--- src/common/rsfr_pkg.sv ---
// Package with register offsets, field layouts and reset values of the rail status bank.
package rsfr_pkg;

    // Register address width and data width of the internal register port.
    localparam int unsigned ADDR_W = 8;
    localparam int unsigned DATA_W = 8;

    // Register offsets.
    localparam logic [7:0] OFS_POWER_GOOD_LIVE_B = 8'hB1;
    localparam logic [7:0] OFS_RAIL_FAULT_LATCH_A = 8'hB2;
    localparam logic [7:0] OFS_RAIL_FAULT_LATCH_B = 8'hB3;
    localparam logic [7:0] OFS_CRITICAL_TEMP_FLAGS = 8'hB4;

    // Reset values.
    localparam logic [7:0] RST_POWER_GOOD_LIVE_B = 8'h00;
    localparam logic [7:0] RST_RAIL_FAULT_LATCH_A = 8'h00;
    localparam logic [7:0] RST_RAIL_FAULT_LATCH_B = 8'h00;
    localparam logic [7:0] RST_CRITICAL_TEMP_FLAGS = 8'h00;

    // Implemented bits of each register; the rest are reserved and read zero.
    localparam logic [7:0] MASK_POWER_GOOD_LIVE_B = 8'h3F;
    localparam logic [7:0] MASK_RAIL_FAULT_LATCH_A = 8'hFF;
    localparam logic [7:0] MASK_RAIL_FAULT_LATCH_B = 8'h1F;
    localparam logic [7:0] MASK_CRITICAL_TEMP_FLAGS = 8'h1F;

    // Field widths.
    localparam int unsigned PG_W = 6;
    localparam int unsigned FLTA_W = 8;
    localparam int unsigned FLTB_W = 5;
    localparam int unsigned TEMP_W = 5;

    // Power-good field positions in the second power-good register.
    localparam int unsigned POS_FIXED_5V_IN_REGULATION = 5;
    localparam int unsigned POS_AUX1_IN_REGULATION = 4;
    localparam int unsigned POS_TERMINATION_IN_REGULATION = 3;
    localparam int unsigned POS_SWITCH_B2_IN_REGULATION = 2;
    localparam int unsigned POS_SWITCH_B1_IN_REGULATION = 1;
    localparam int unsigned POS_AUX3_IN_REGULATION = 0;

    // Lost-regulation flag positions in the first fault latch.
    localparam int unsigned POS_FLT_AUX_REGULATOR_2 = 7;
    localparam int unsigned POS_FLT_SWITCH_A1 = 6;
    localparam int unsigned POS_FLT_STEPDOWN_6 = 5;
    localparam int unsigned POS_FLT_STEPDOWN_5 = 4;
    localparam int unsigned POS_FLT_STEPDOWN_4 = 3;
    localparam int unsigned POS_FLT_STEPDOWN_3 = 2;
    localparam int unsigned POS_FLT_STEPDOWN_2 = 1;
    localparam int unsigned POS_FLT_STEPDOWN_1 = 0;

    // Lost-regulation flag positions in the second fault latch.
    localparam int unsigned POS_FLT_AUX_REGULATOR_1 = 4;
    localparam int unsigned POS_FLT_TERMINATION_REGULATOR = 3;
    localparam int unsigned POS_FLT_SWITCH_B2 = 2;
    localparam int unsigned POS_FLT_SWITCH_B1 = 1;
    localparam int unsigned POS_FLT_AUX_REGULATOR_3 = 0;

    // Over-temperature flag positions in the critical temperature register.
    localparam int unsigned POS_DIE_BODY_OVERTEMP = 4;
    localparam int unsigned POS_TERMINATION_OVERTEMP = 3;
    localparam int unsigned POS_UPPER_RIGHT_OVERTEMP = 2;
    localparam int unsigned POS_UPPER_LEFT_OVERTEMP = 1;
    localparam int unsigned POS_LOWER_RIGHT_OVERTEMP = 0;

    // Width of all status inputs taken through the synchroniser together.
    localparam int unsigned SYNC_W = PG_W + FLTA_W + FLTB_W + TEMP_W;

endpackage

--- src/hdl/rail_status_fault_regs.sv ---
// Rail power-good, lost-regulation and critical temperature status register bank.
`timescale 1ns/100ps
`default_nettype none

module rail_status_fault_regs (
    input wire logic clk_sys, // System clock, 100 MHz.
    input wire logic sys_rst, // Synchronous reset, active high.
    input wire logic [rsfr_pkg::ADDR_W-1:0] regAddr, // Register offset of the access.
    input wire logic regWrEn, // One-cycle write strobe.
    input wire logic [rsfr_pkg::DATA_W-1:0] regWrData, // Write data.
    input wire logic regRdEn, // One-cycle read strobe.
    output logic [rsfr_pkg::DATA_W-1:0] regRdData, // Registered read data.
    output logic regRdValid, // One-cycle pulse marking read data.
    input wire logic [rsfr_pkg::PG_W-1:0] pgoodRaw, // Live in-regulation levels.
    input wire logic [rsfr_pkg::FLTA_W-1:0] lostRegRawA, // Lost-regulation levels, group A.
    input wire logic [rsfr_pkg::FLTB_W-1:0] lostRegRawB, // Lost-regulation levels, group B.
    input wire logic [rsfr_pkg::TEMP_W-1:0] overtempRaw // Above-critical levels of sensors.
);
    import rsfr_pkg::*;

    logic [SYNC_W-1:0] rawAll; // All analog levels packed for the synchroniser.
    logic [SYNC_W-1:0] syncAll; // Synchronised copy of rawAll.
    logic [PG_W-1:0] pgoodSync; // Synchronised power-good levels.
    logic [FLTA_W-1:0] lostRegA; // Synchronised lost-regulation levels, group A.
    logic [FLTB_W-1:0] lostRegB; // Synchronised lost-regulation levels, group B.
    logic [TEMP_W-1:0] overtemp; // Synchronised over-temperature levels.

    logic [7:0] pgLive_q; // Live power-good register image.
    logic [7:0] pgLive_d; // Next value of pgLive_q.
    logic [7:0] faultA_q; // First fault latch.
    logic [7:0] faultA_d; // Next value of faultA_q.
    logic [7:0] faultB_q; // Second fault latch.
    logic [7:0] faultB_d; // Next value of faultB_q.
    logic [7:0] critical_temp_flags_q; // Critical temperature flags.
    logic [7:0] critical_temp_flags_d; // Next value of critical_temp_flags_q.
    logic [7:0] rdData_q; // Read data register.
    logic [7:0] rdData_d; // Next value of rdData_q.
    logic rdValid_q; // Read valid pulse register.
    logic rdValid_d; // Next value of rdValid_q.

    // Sticky flag update: new events set, host ones clear, set beats clear.
    function automatic logic [7:0] stickyNext(
        input logic [7:0] cur,
        input logic [7:0] setBits,
        input logic clrEn,
        input logic [7:0] clrBits,
        input logic [7:0] mask
    );
        logic [7:0] clr;
        clr = clrEn ? clrBits : 8'h00;
        stickyNext = ((cur & ~clr) | setBits) & mask;
    endfunction

    // The status levels come from analog comparators on no clock, so they are
    // synchronised before any flag logic sees them.
    assign rawAll = {pgoodRaw, lostRegRawA, lostRegRawB, overtempRaw};

    rsfr_sync #(
        .WIDTH(SYNC_W)
    ) uSync (
        .clk_sys(clk_sys),
        .sys_rst(sys_rst),
        .asyncIn(rawAll),
        .syncOut(syncAll)
    );

    // Unpack the synchronised levels in the same order they were packed.
    assign pgoodSync = syncAll[SYNC_W-1 -: PG_W];
    assign lostRegA = syncAll[FLTB_W+TEMP_W +: FLTA_W];
    assign lostRegB = syncAll[TEMP_W +: FLTB_W];
    assign overtemp = syncAll[0 +: TEMP_W];

    // Next values of the status registers and of the read answer.
    always_comb begin
        // Power-good bits simply track the rails; there is deliberately no
        // latching, so a glitching rail shows up only if read at that moment.
        pgLive_d = 8'h00;
        pgLive_d[POS_FIXED_5V_IN_REGULATION] = pgoodSync[POS_FIXED_5V_IN_REGULATION];
        pgLive_d[POS_AUX1_IN_REGULATION] = pgoodSync[POS_AUX1_IN_REGULATION];
        pgLive_d[POS_TERMINATION_IN_REGULATION] =
            pgoodSync[POS_TERMINATION_IN_REGULATION];
        pgLive_d[POS_SWITCH_B2_IN_REGULATION] = pgoodSync[POS_SWITCH_B2_IN_REGULATION];
        pgLive_d[POS_SWITCH_B1_IN_REGULATION] = pgoodSync[POS_SWITCH_B1_IN_REGULATION];
        pgLive_d[POS_AUX3_IN_REGULATION] = pgoodSync[POS_AUX3_IN_REGULATION];
        pgLive_d = pgLive_d & MASK_POWER_GOOD_LIVE_B;

        // Fault latches: a rail still out of regulation keeps its flag set.
        faultA_d = stickyNext(faultA_q, lostRegA, regWrEn &&
            (regAddr == OFS_RAIL_FAULT_LATCH_A), regWrData, MASK_RAIL_FAULT_LATCH_A);
        faultB_d = stickyNext(faultB_q, {3'h0, lostRegB}, regWrEn &&
            (regAddr == OFS_RAIL_FAULT_LATCH_B), regWrData, MASK_RAIL_FAULT_LATCH_B);
        critical_temp_flags_d = stickyNext(critical_temp_flags_q, {3'h0, overtemp}, regWrEn &&
            (regAddr == OFS_CRITICAL_TEMP_FLAGS), regWrData,
            MASK_CRITICAL_TEMP_FLAGS);

        // Read decode; an unmapped offset answers zero rather than stalling.
        rdValid_d = regRdEn;
        rdData_d = rdData_q;
        if (regRdEn) begin
            case (regAddr)
                OFS_POWER_GOOD_LIVE_B: begin
                    rdData_d = pgLive_q;
                end
                OFS_RAIL_FAULT_LATCH_A: begin
                    rdData_d = faultA_q;
                end
                OFS_RAIL_FAULT_LATCH_B: begin
                    rdData_d = faultB_q;
                end
                OFS_CRITICAL_TEMP_FLAGS: begin
                    rdData_d = critical_temp_flags_q;
                end
                default: begin
                    rdData_d = 8'h00;
                end
            endcase
        end

        // Reset clears everything: no fault, no over-temperature, no power good.
        if (sys_rst) begin
            pgLive_d = RST_POWER_GOOD_LIVE_B;
            faultA_d = RST_RAIL_FAULT_LATCH_A;
            faultB_d = RST_RAIL_FAULT_LATCH_B;
            critical_temp_flags_d = RST_CRITICAL_TEMP_FLAGS;
            rdData_d = 8'h00;
            rdValid_d = 1'b0;
        end
    end

    // Register stage for all status state and the read answer.
    always_ff @(posedge clk_sys) begin
        pgLive_q <= pgLive_d;
        faultA_q <= faultA_d;
        faultB_q <= faultB_d;
        critical_temp_flags_q <= critical_temp_flags_d;
        rdData_q <= rdData_d;
        rdValid_q <= rdValid_d;
    end

    // Outputs come straight from flip-flops.
    assign regRdData = rdData_q;
    assign regRdValid = rdValid_q;

endmodule

`default_nettype wire

--- src/hdl/rsfr_sync.sv ---
// Two-stage synchroniser for a vector of asynchronous status levels.
`timescale 1ns/100ps
`default_nettype none

module rsfr_sync #(
    parameter int unsigned WIDTH = 24 // Number of levels carried across.
) (
    input wire logic clk_sys, // System clock.
    input wire logic sys_rst, // Synchronous reset, active high.
    input wire logic [WIDTH-1:0] asyncIn, // Levels from the analog side.
    output logic [WIDTH-1:0] syncOut // Levels safe to read on clk_sys.
);

    logic [WIDTH-1:0] meta_q; // First stage; only the second stage reads it.
    logic [WIDTH-1:0] meta_d; // Next value of the first stage.
    logic [WIDTH-1:0] stable_q; // Second stage.
    logic [WIDTH-1:0] stable_d; // Next value of the second stage.

    // Next values: the first stage samples the pins, the second the first stage.
    // The first stage takes the raw levels with no gate in front of it, so no
    // logic ever looks at a level that may still be settling; reset clears only
    // the second stage, and the first refills from the pins within one edge.
    always_comb begin
        meta_d = asyncIn;
        stable_d = meta_q;
        if (sys_rst) begin
            stable_d = '0;
        end
    end

    // Both stages register on every edge; reset is folded into the next values.
    always_ff @(posedge clk_sys) begin
        meta_q <= meta_d;
        stable_q <= stable_d;
    end

    assign syncOut = stable_q;

endmodule

`default_nettype wire

--- config.mk ---
export PLATFORM = sky130hd
export DESIGN_NAME = rail_status_fault_regs
export DESIGN_NICKNAME = d
export VERILOG_FILES = /design/src/common/rsfr_pkg.sv /design/src/hdl/rail_status_fault_regs.sv /design/src/hdl/rsfr_sync.sv
export SDC_FILE = /design/constraint.sdc
export NUM_CORES = 1
export LEC_CHECK = 0
export ABC_AREA = 1
export BUFFER_PORTS_ARGS = -buffer_cell sky130_fd_sc_hd__buf_2
export CORE_ASPECT_RATIO = 1.25
export CORE_UTILIZATION = 45
export DETAILED_ROUTE_END_ITERATION = 10
export GPL_TIMING_DRIVEN = 1
export PLACE_DENSITY = 0.67
export RECOVER_POWER = 100
export SYNTH_ARGS = -nofsm -noshare
export SYNTH_HDL_FRONTEND = slang
export SYNTH_SLANG_ARGS = --single-unit
--- constraint.sdc ---
create_clock -name clk_sys -period 1.2 [get_ports clk_sys]
set_input_delay 0 -clock clk_sys [delete_from_list [all_inputs] [get_ports clk_sys]]
set_output_delay 0 -clock clk_sys [all_outputs]
set_load 0.01 [all_outputs]
# [Word-level counts from Yosys, hierarchy flattened]
# Cells that the tools add are included.
[word_totals] reg_bits=83 ramBits=0 mem_bits_ro=0 word_cells=29 n_memories=0 inputBits=44 latch_bits=0
[op_classes] magnitude_cmp=0 muxes=4 reduce_logical=3 bitwise_logic=9 addsub=0 n_mul=0 shift=0 div_mod_pow=0 n_eq_ne=4
[op_table] op="== test 8 bit (second input constant)" count=4
[op_table] op="one-hot mux 8 bit (4 select lines)" count=1
[op_table] op="AND 5 bit" count=2
[op_table] op="two-way mux 5 bit" count=2
[op_table] op="NOT 5 bit" count=2
[op_table] op="OR 5 bit" count=2
[op_table] op="AND 8 bit" count=1
[op_table] op="two-way mux 8 bit" count=1
[op_table] op="NOT 8 bit" count=1
[op_table] op="OR 8 bit" count=1
[op_table] op="logical AND 1 bit" count=3

# [Longest topological paths before layout]
[logic_depth] word_depth=6 mapped_depth=9 depth_no_buf=9

# [Cells and area by module]
# Synthesis repeated with hierarchy kept, for this count alone.
[unflattened] cells_unflattened=291 hier_area_um2=2640.0
[modules_own_cells] mod="rail_status_fault_regs" n_inst=1 area_each_um2=1476.4 cells_each=193
[modules_own_cells] mod="rsfr_sync" n_inst=1 area_each_um2=1163.6 cells_each=98

# [Worst setup path before layout]
# OpenSTA, ideal clock, no wires.
[synth_timing] kind="in2reg" start="input port regAddr[6] in the netlist's numbering" end="register faultB_q[0]" arrival_time_ns=0.720 cell_stages=7 path_buffers=1 setup_slack_ns=0.346 path_cell_list="inv_1 -> nand2_2 -> nor2_8 -> buf_12 -> nand2_4 -> o31ai_1 -> a21oi_1"
[synth_between] elab_chain_cells=6
[synth_rtl] item="start, declared" line="rail_status_fault_regs.sv:8" text="input wire logic [rsfr_pkg::ADDR_W-1:0] regAddr,"
[synth_rtl] item="== test 8 bit" line="rail_status_fault_regs.sv:91" text="(regAddr == OFS_RAIL_FAULT_LATCH_B), regWrData, MASK_RAIL_FAULT_LATCH_B);"
[synth_rtl] item="logical AND 1 bit" line="rail_status_fault_regs.sv:90" text="faultB_d = stickyNext(faultB_q, {3'h0, lostRegB}, regWrEn &&"
[synth_rtl] item="two-way mux 5 bit" line="rail_status_fault_regs.sv:50" text="clr = clrEn ? clrBits : 8'h00;"
[synth_rtl] item="NOT 5 bit" line="rail_status_fault_regs.sv:51" text="stickyNext = ((cur & ~clr) | setBits) & mask;"
[synth_rtl] item="AND 5 bit" line="rail_status_fault_regs.sv:51"
[synth_rtl] item="OR 5 bit" line="rail_status_fault_regs.sv:51"
[synth_rtl] item="end signal, assigned" line="rail_status_fault_regs.sv:134" text="faultB_q <= faultB_d;"
[synth_rtl] item="end, declared" line="rail_status_fault_regs.sv:32" text="logic [7:0] faultB_q;"
# No other way between the ends.
# A chain may end at the register's enable or synchronous reset.

# [Worst setup path in the final report]
[layout_timing] start="input port regWrEn" end="register faultB_q[0]"
[layout_between] elab_chain_cells=5
[layout_rtl] item="start, declared" line="rail_status_fault_regs.sv:9" text="input wire logic regWrEn,"
[layout_rtl] item="logical AND 1 bit" line="rail_status_fault_regs.sv:90"
[layout_rtl] item="two-way mux 5 bit" line="rail_status_fault_regs.sv:50"
[layout_rtl] item="NOT 5 bit" line="rail_status_fault_regs.sv:51"
[layout_rtl] item="AND 5 bit" line="rail_status_fault_regs.sv:51"
[layout_rtl] item="OR 5 bit" line="rail_status_fault_regs.sv:51"
# No other way between the ends.

==> out/metrics.csv <==
metric;value;unit
outcome;finished clean;
power.density;1520;nW/um^2
vias_per_cell;4.38;
nets;422;
critPathLaunchType;input port;
drc;0;
crit_arrival;1.35;ns
setup_slack;0.0705;ns
synth_cell_types;23;
final-setup-viol-count;0;
wirelength;4.42;mm
antenna_found_initial;0;
crit_chain;dlygate4sd3_1 > buf_2 > inv_1 > o31ai_1 > a21oi_1;
cp_slowest_stage_delay;0.52;ns
netlist_top_cells_count;dfxtp_1, inv_1, nor2_1, a21oi_1;
ios;53;
finalNonFillerCells;446;
max_freq;885;MHz
grt_first_pass_wirelength;7.56;mm
numCtsBuffers;9;
avgSynthCellArea;9.10;um^2
first_pass_iters;6;
grt_overflow;0;
slowest_stage;dlygate4sd3_1;
setup_tns;0;ns
swShare;20.6;%
ys_seq_area_share;60.8;%
drv_slew;0;
rows;31;
hold_viol;0;
hpwlAfterDp;2.88;mm
r2r_cells;4;
vias;1953;
clk_latency;0.34;ns
drive_above_1_share;19.2;%
place_inst;403;
start_util;46.4;%
synthArstFlopShare;0;%
timing.critical_path.buf_inv;3;
yosys_warnings;0;
yosys.area.top_type;dfxtp_1;
hold_depth;4;
p_int;4.15;mW
share_comb_of_total_power;6.9;%
grt_pass1_vias;1781;
cp_num_cells;5;
port_buffers;52;
hold_class;in -> reg;
dr.first_iter.drc_count;52;
maxCapViolCount;0;
wl_per_cell;9.91;um
synth_top_area_share;60.8;%
clk_pin_slew;0.07;ns
h-tree-depth;3;
pwr-share-clk;38.1;%
die-height;88.0;um
crit_fanout;15;
slew_headroom;69.7;%
syn_to_final_growth;29.5;%
worst_pin_slew;0.454;ns
worstSetupPathType;in -> reg;
cts_buffer_depth;2;
power_switching;1.08;mW
critical-path-top-delay-family;buffers and inverters;
pre_cts_slack;0.117;ns
synthCells;293;
synth_edf_count;0;
clock_skew;0.00632;ns
gp_congestion;0.758;
fill_cells;540;
end_kind;register;
ant_nets;0;
required;1.42;ns
ir_worst_vdd;1.22;mV
clock_sink_count;81;
dpl_cell_area;2970;um^2
ys_seq_elements;81;
yosysMostFrequentCell;dfxtp_1;
leakage;1.67;nW
fin_crit;1.13;ns
rsz0062_at_grt;no;
die-area;6240;um^2
synth_area;2670;um^2
grt_max_degree;56;
cts_tree;done;
fin_area;3450;um^2
track_usage;16.1;%
synth_area_leaders;dfxtp_1, inv_1, nor2_1, a21oi_1, nand3_1;
core_area;5740;um^2
seq_power_share;55.0;%
root_buffer;clkbuf_8;
worst_hold_slack;0.0915;ns
synth_nets;337;
period_share;94.1;%
n_antenna_cell;0;
die_x;70.8;um
synth_ff_type;dfxtp_1;
[cells in the final DEF, fill, tap and decap left out, types with 9 or more instances in the layout]
master and instances:
o31ai_1 15, dfxtp_1 81, clkbuf_8 9, nand2_1 24, nor2_1 34, clkbuf_1 12, inv_1 55, dlygate4sd3_1 30
a21oi_1 25, nand3_1 24, buf_2 41
[repair_timing]
action	CTS	global route
hold endpoints to repair	35	0
buffers inserted	0	0
hold buffers	30	0
resized for setup	0	0
[stage by stage]
stage	power (mW)	util (%)
2_1_floorplan	3.11	-
3_3_place_gp	3.22	51.7
3_5_place_dp	3.23	51.7
4_1_cts	5.29	60.4
5_1_grt	5.48	60.1
6_report	5.23	60.1
[power by group through the flow]
stage | sequential, mW | combinational (mW) | clock [mW]
6_report | 2.88 | 0.363 | 1.99
5_1_grt | 2.89 | 0.410 | 2.18
4_1_cts | 2.87 | 0.367 | 2.05
3_5_place_dp | 2.94 | 0.290 | 0
3_3_place_gp | 2.93 | 0.285 | 0
2_1_floorplan | 2.93 | 0.183 | 0
[state kept, by name (all words and copies together), names as in the netlist]
| register | cells |
|---|---|
| pgLive_q | 6 |
| regRdData | 8 |
| uSync.syncOut | 24 |
| faultB_q | 5 |
| critical_temp_flags_q | 5 |
| regRdValid | 1 |
| uSync.meta_q | 24 |
| faultA_q | 8 |
[worst min-delay path: cells and delay by family]
kind	cells	cell delay [ns]
AOI/OAI and AO/OA	2	0.19
buffers and inverters	2	0.20
[cell type report]
class	count	area (um^2)	area share [%]
clock buffer	10	128	3.70
multi-input combinational	143	753	21.8
timing repair buffer	84	574	16.6
inverter	59	223	6.45
sequential	81	1620	47.0
clock inverter	3	68.8	1.99
tap	66	82.6	2.39
[routing by layer]
metal | global-route usage (%) | share of wire, % | vias up
li1 | - | - | 1073
met1 | 18.0 | 44 | 829
met2 | 28.3 | 50 | 41
met3 | 5.18 | 3.8 | 10
met4 | 7.09 | 1.7 | 0
met5 | 0 | 0 | -
[worst paths after layout]
| path | end | startpoint | slack (ns) |
|---|---|---|---|
| min reg2reg | uSync.syncOut[21] | uSync.meta_q[21] | 0.40 |
| max reg2reg | regRdData[1] | faultB_q[1] | 0.41 |
| min | critical_temp_flags_q[2] | regWrData[2] | 0.09 |
| max | faultB_q[0] | regWrEn | 0.07 |
[kinds of logic after synthesis]
family | synth area share [%]
buffers and inverters | 10.9
DFF | 60.8
AOI/OAI and AO/OA | 10.6
and+or+nand+nor | 17.7
Note: power is estimated with default switching activity, not from simulation.
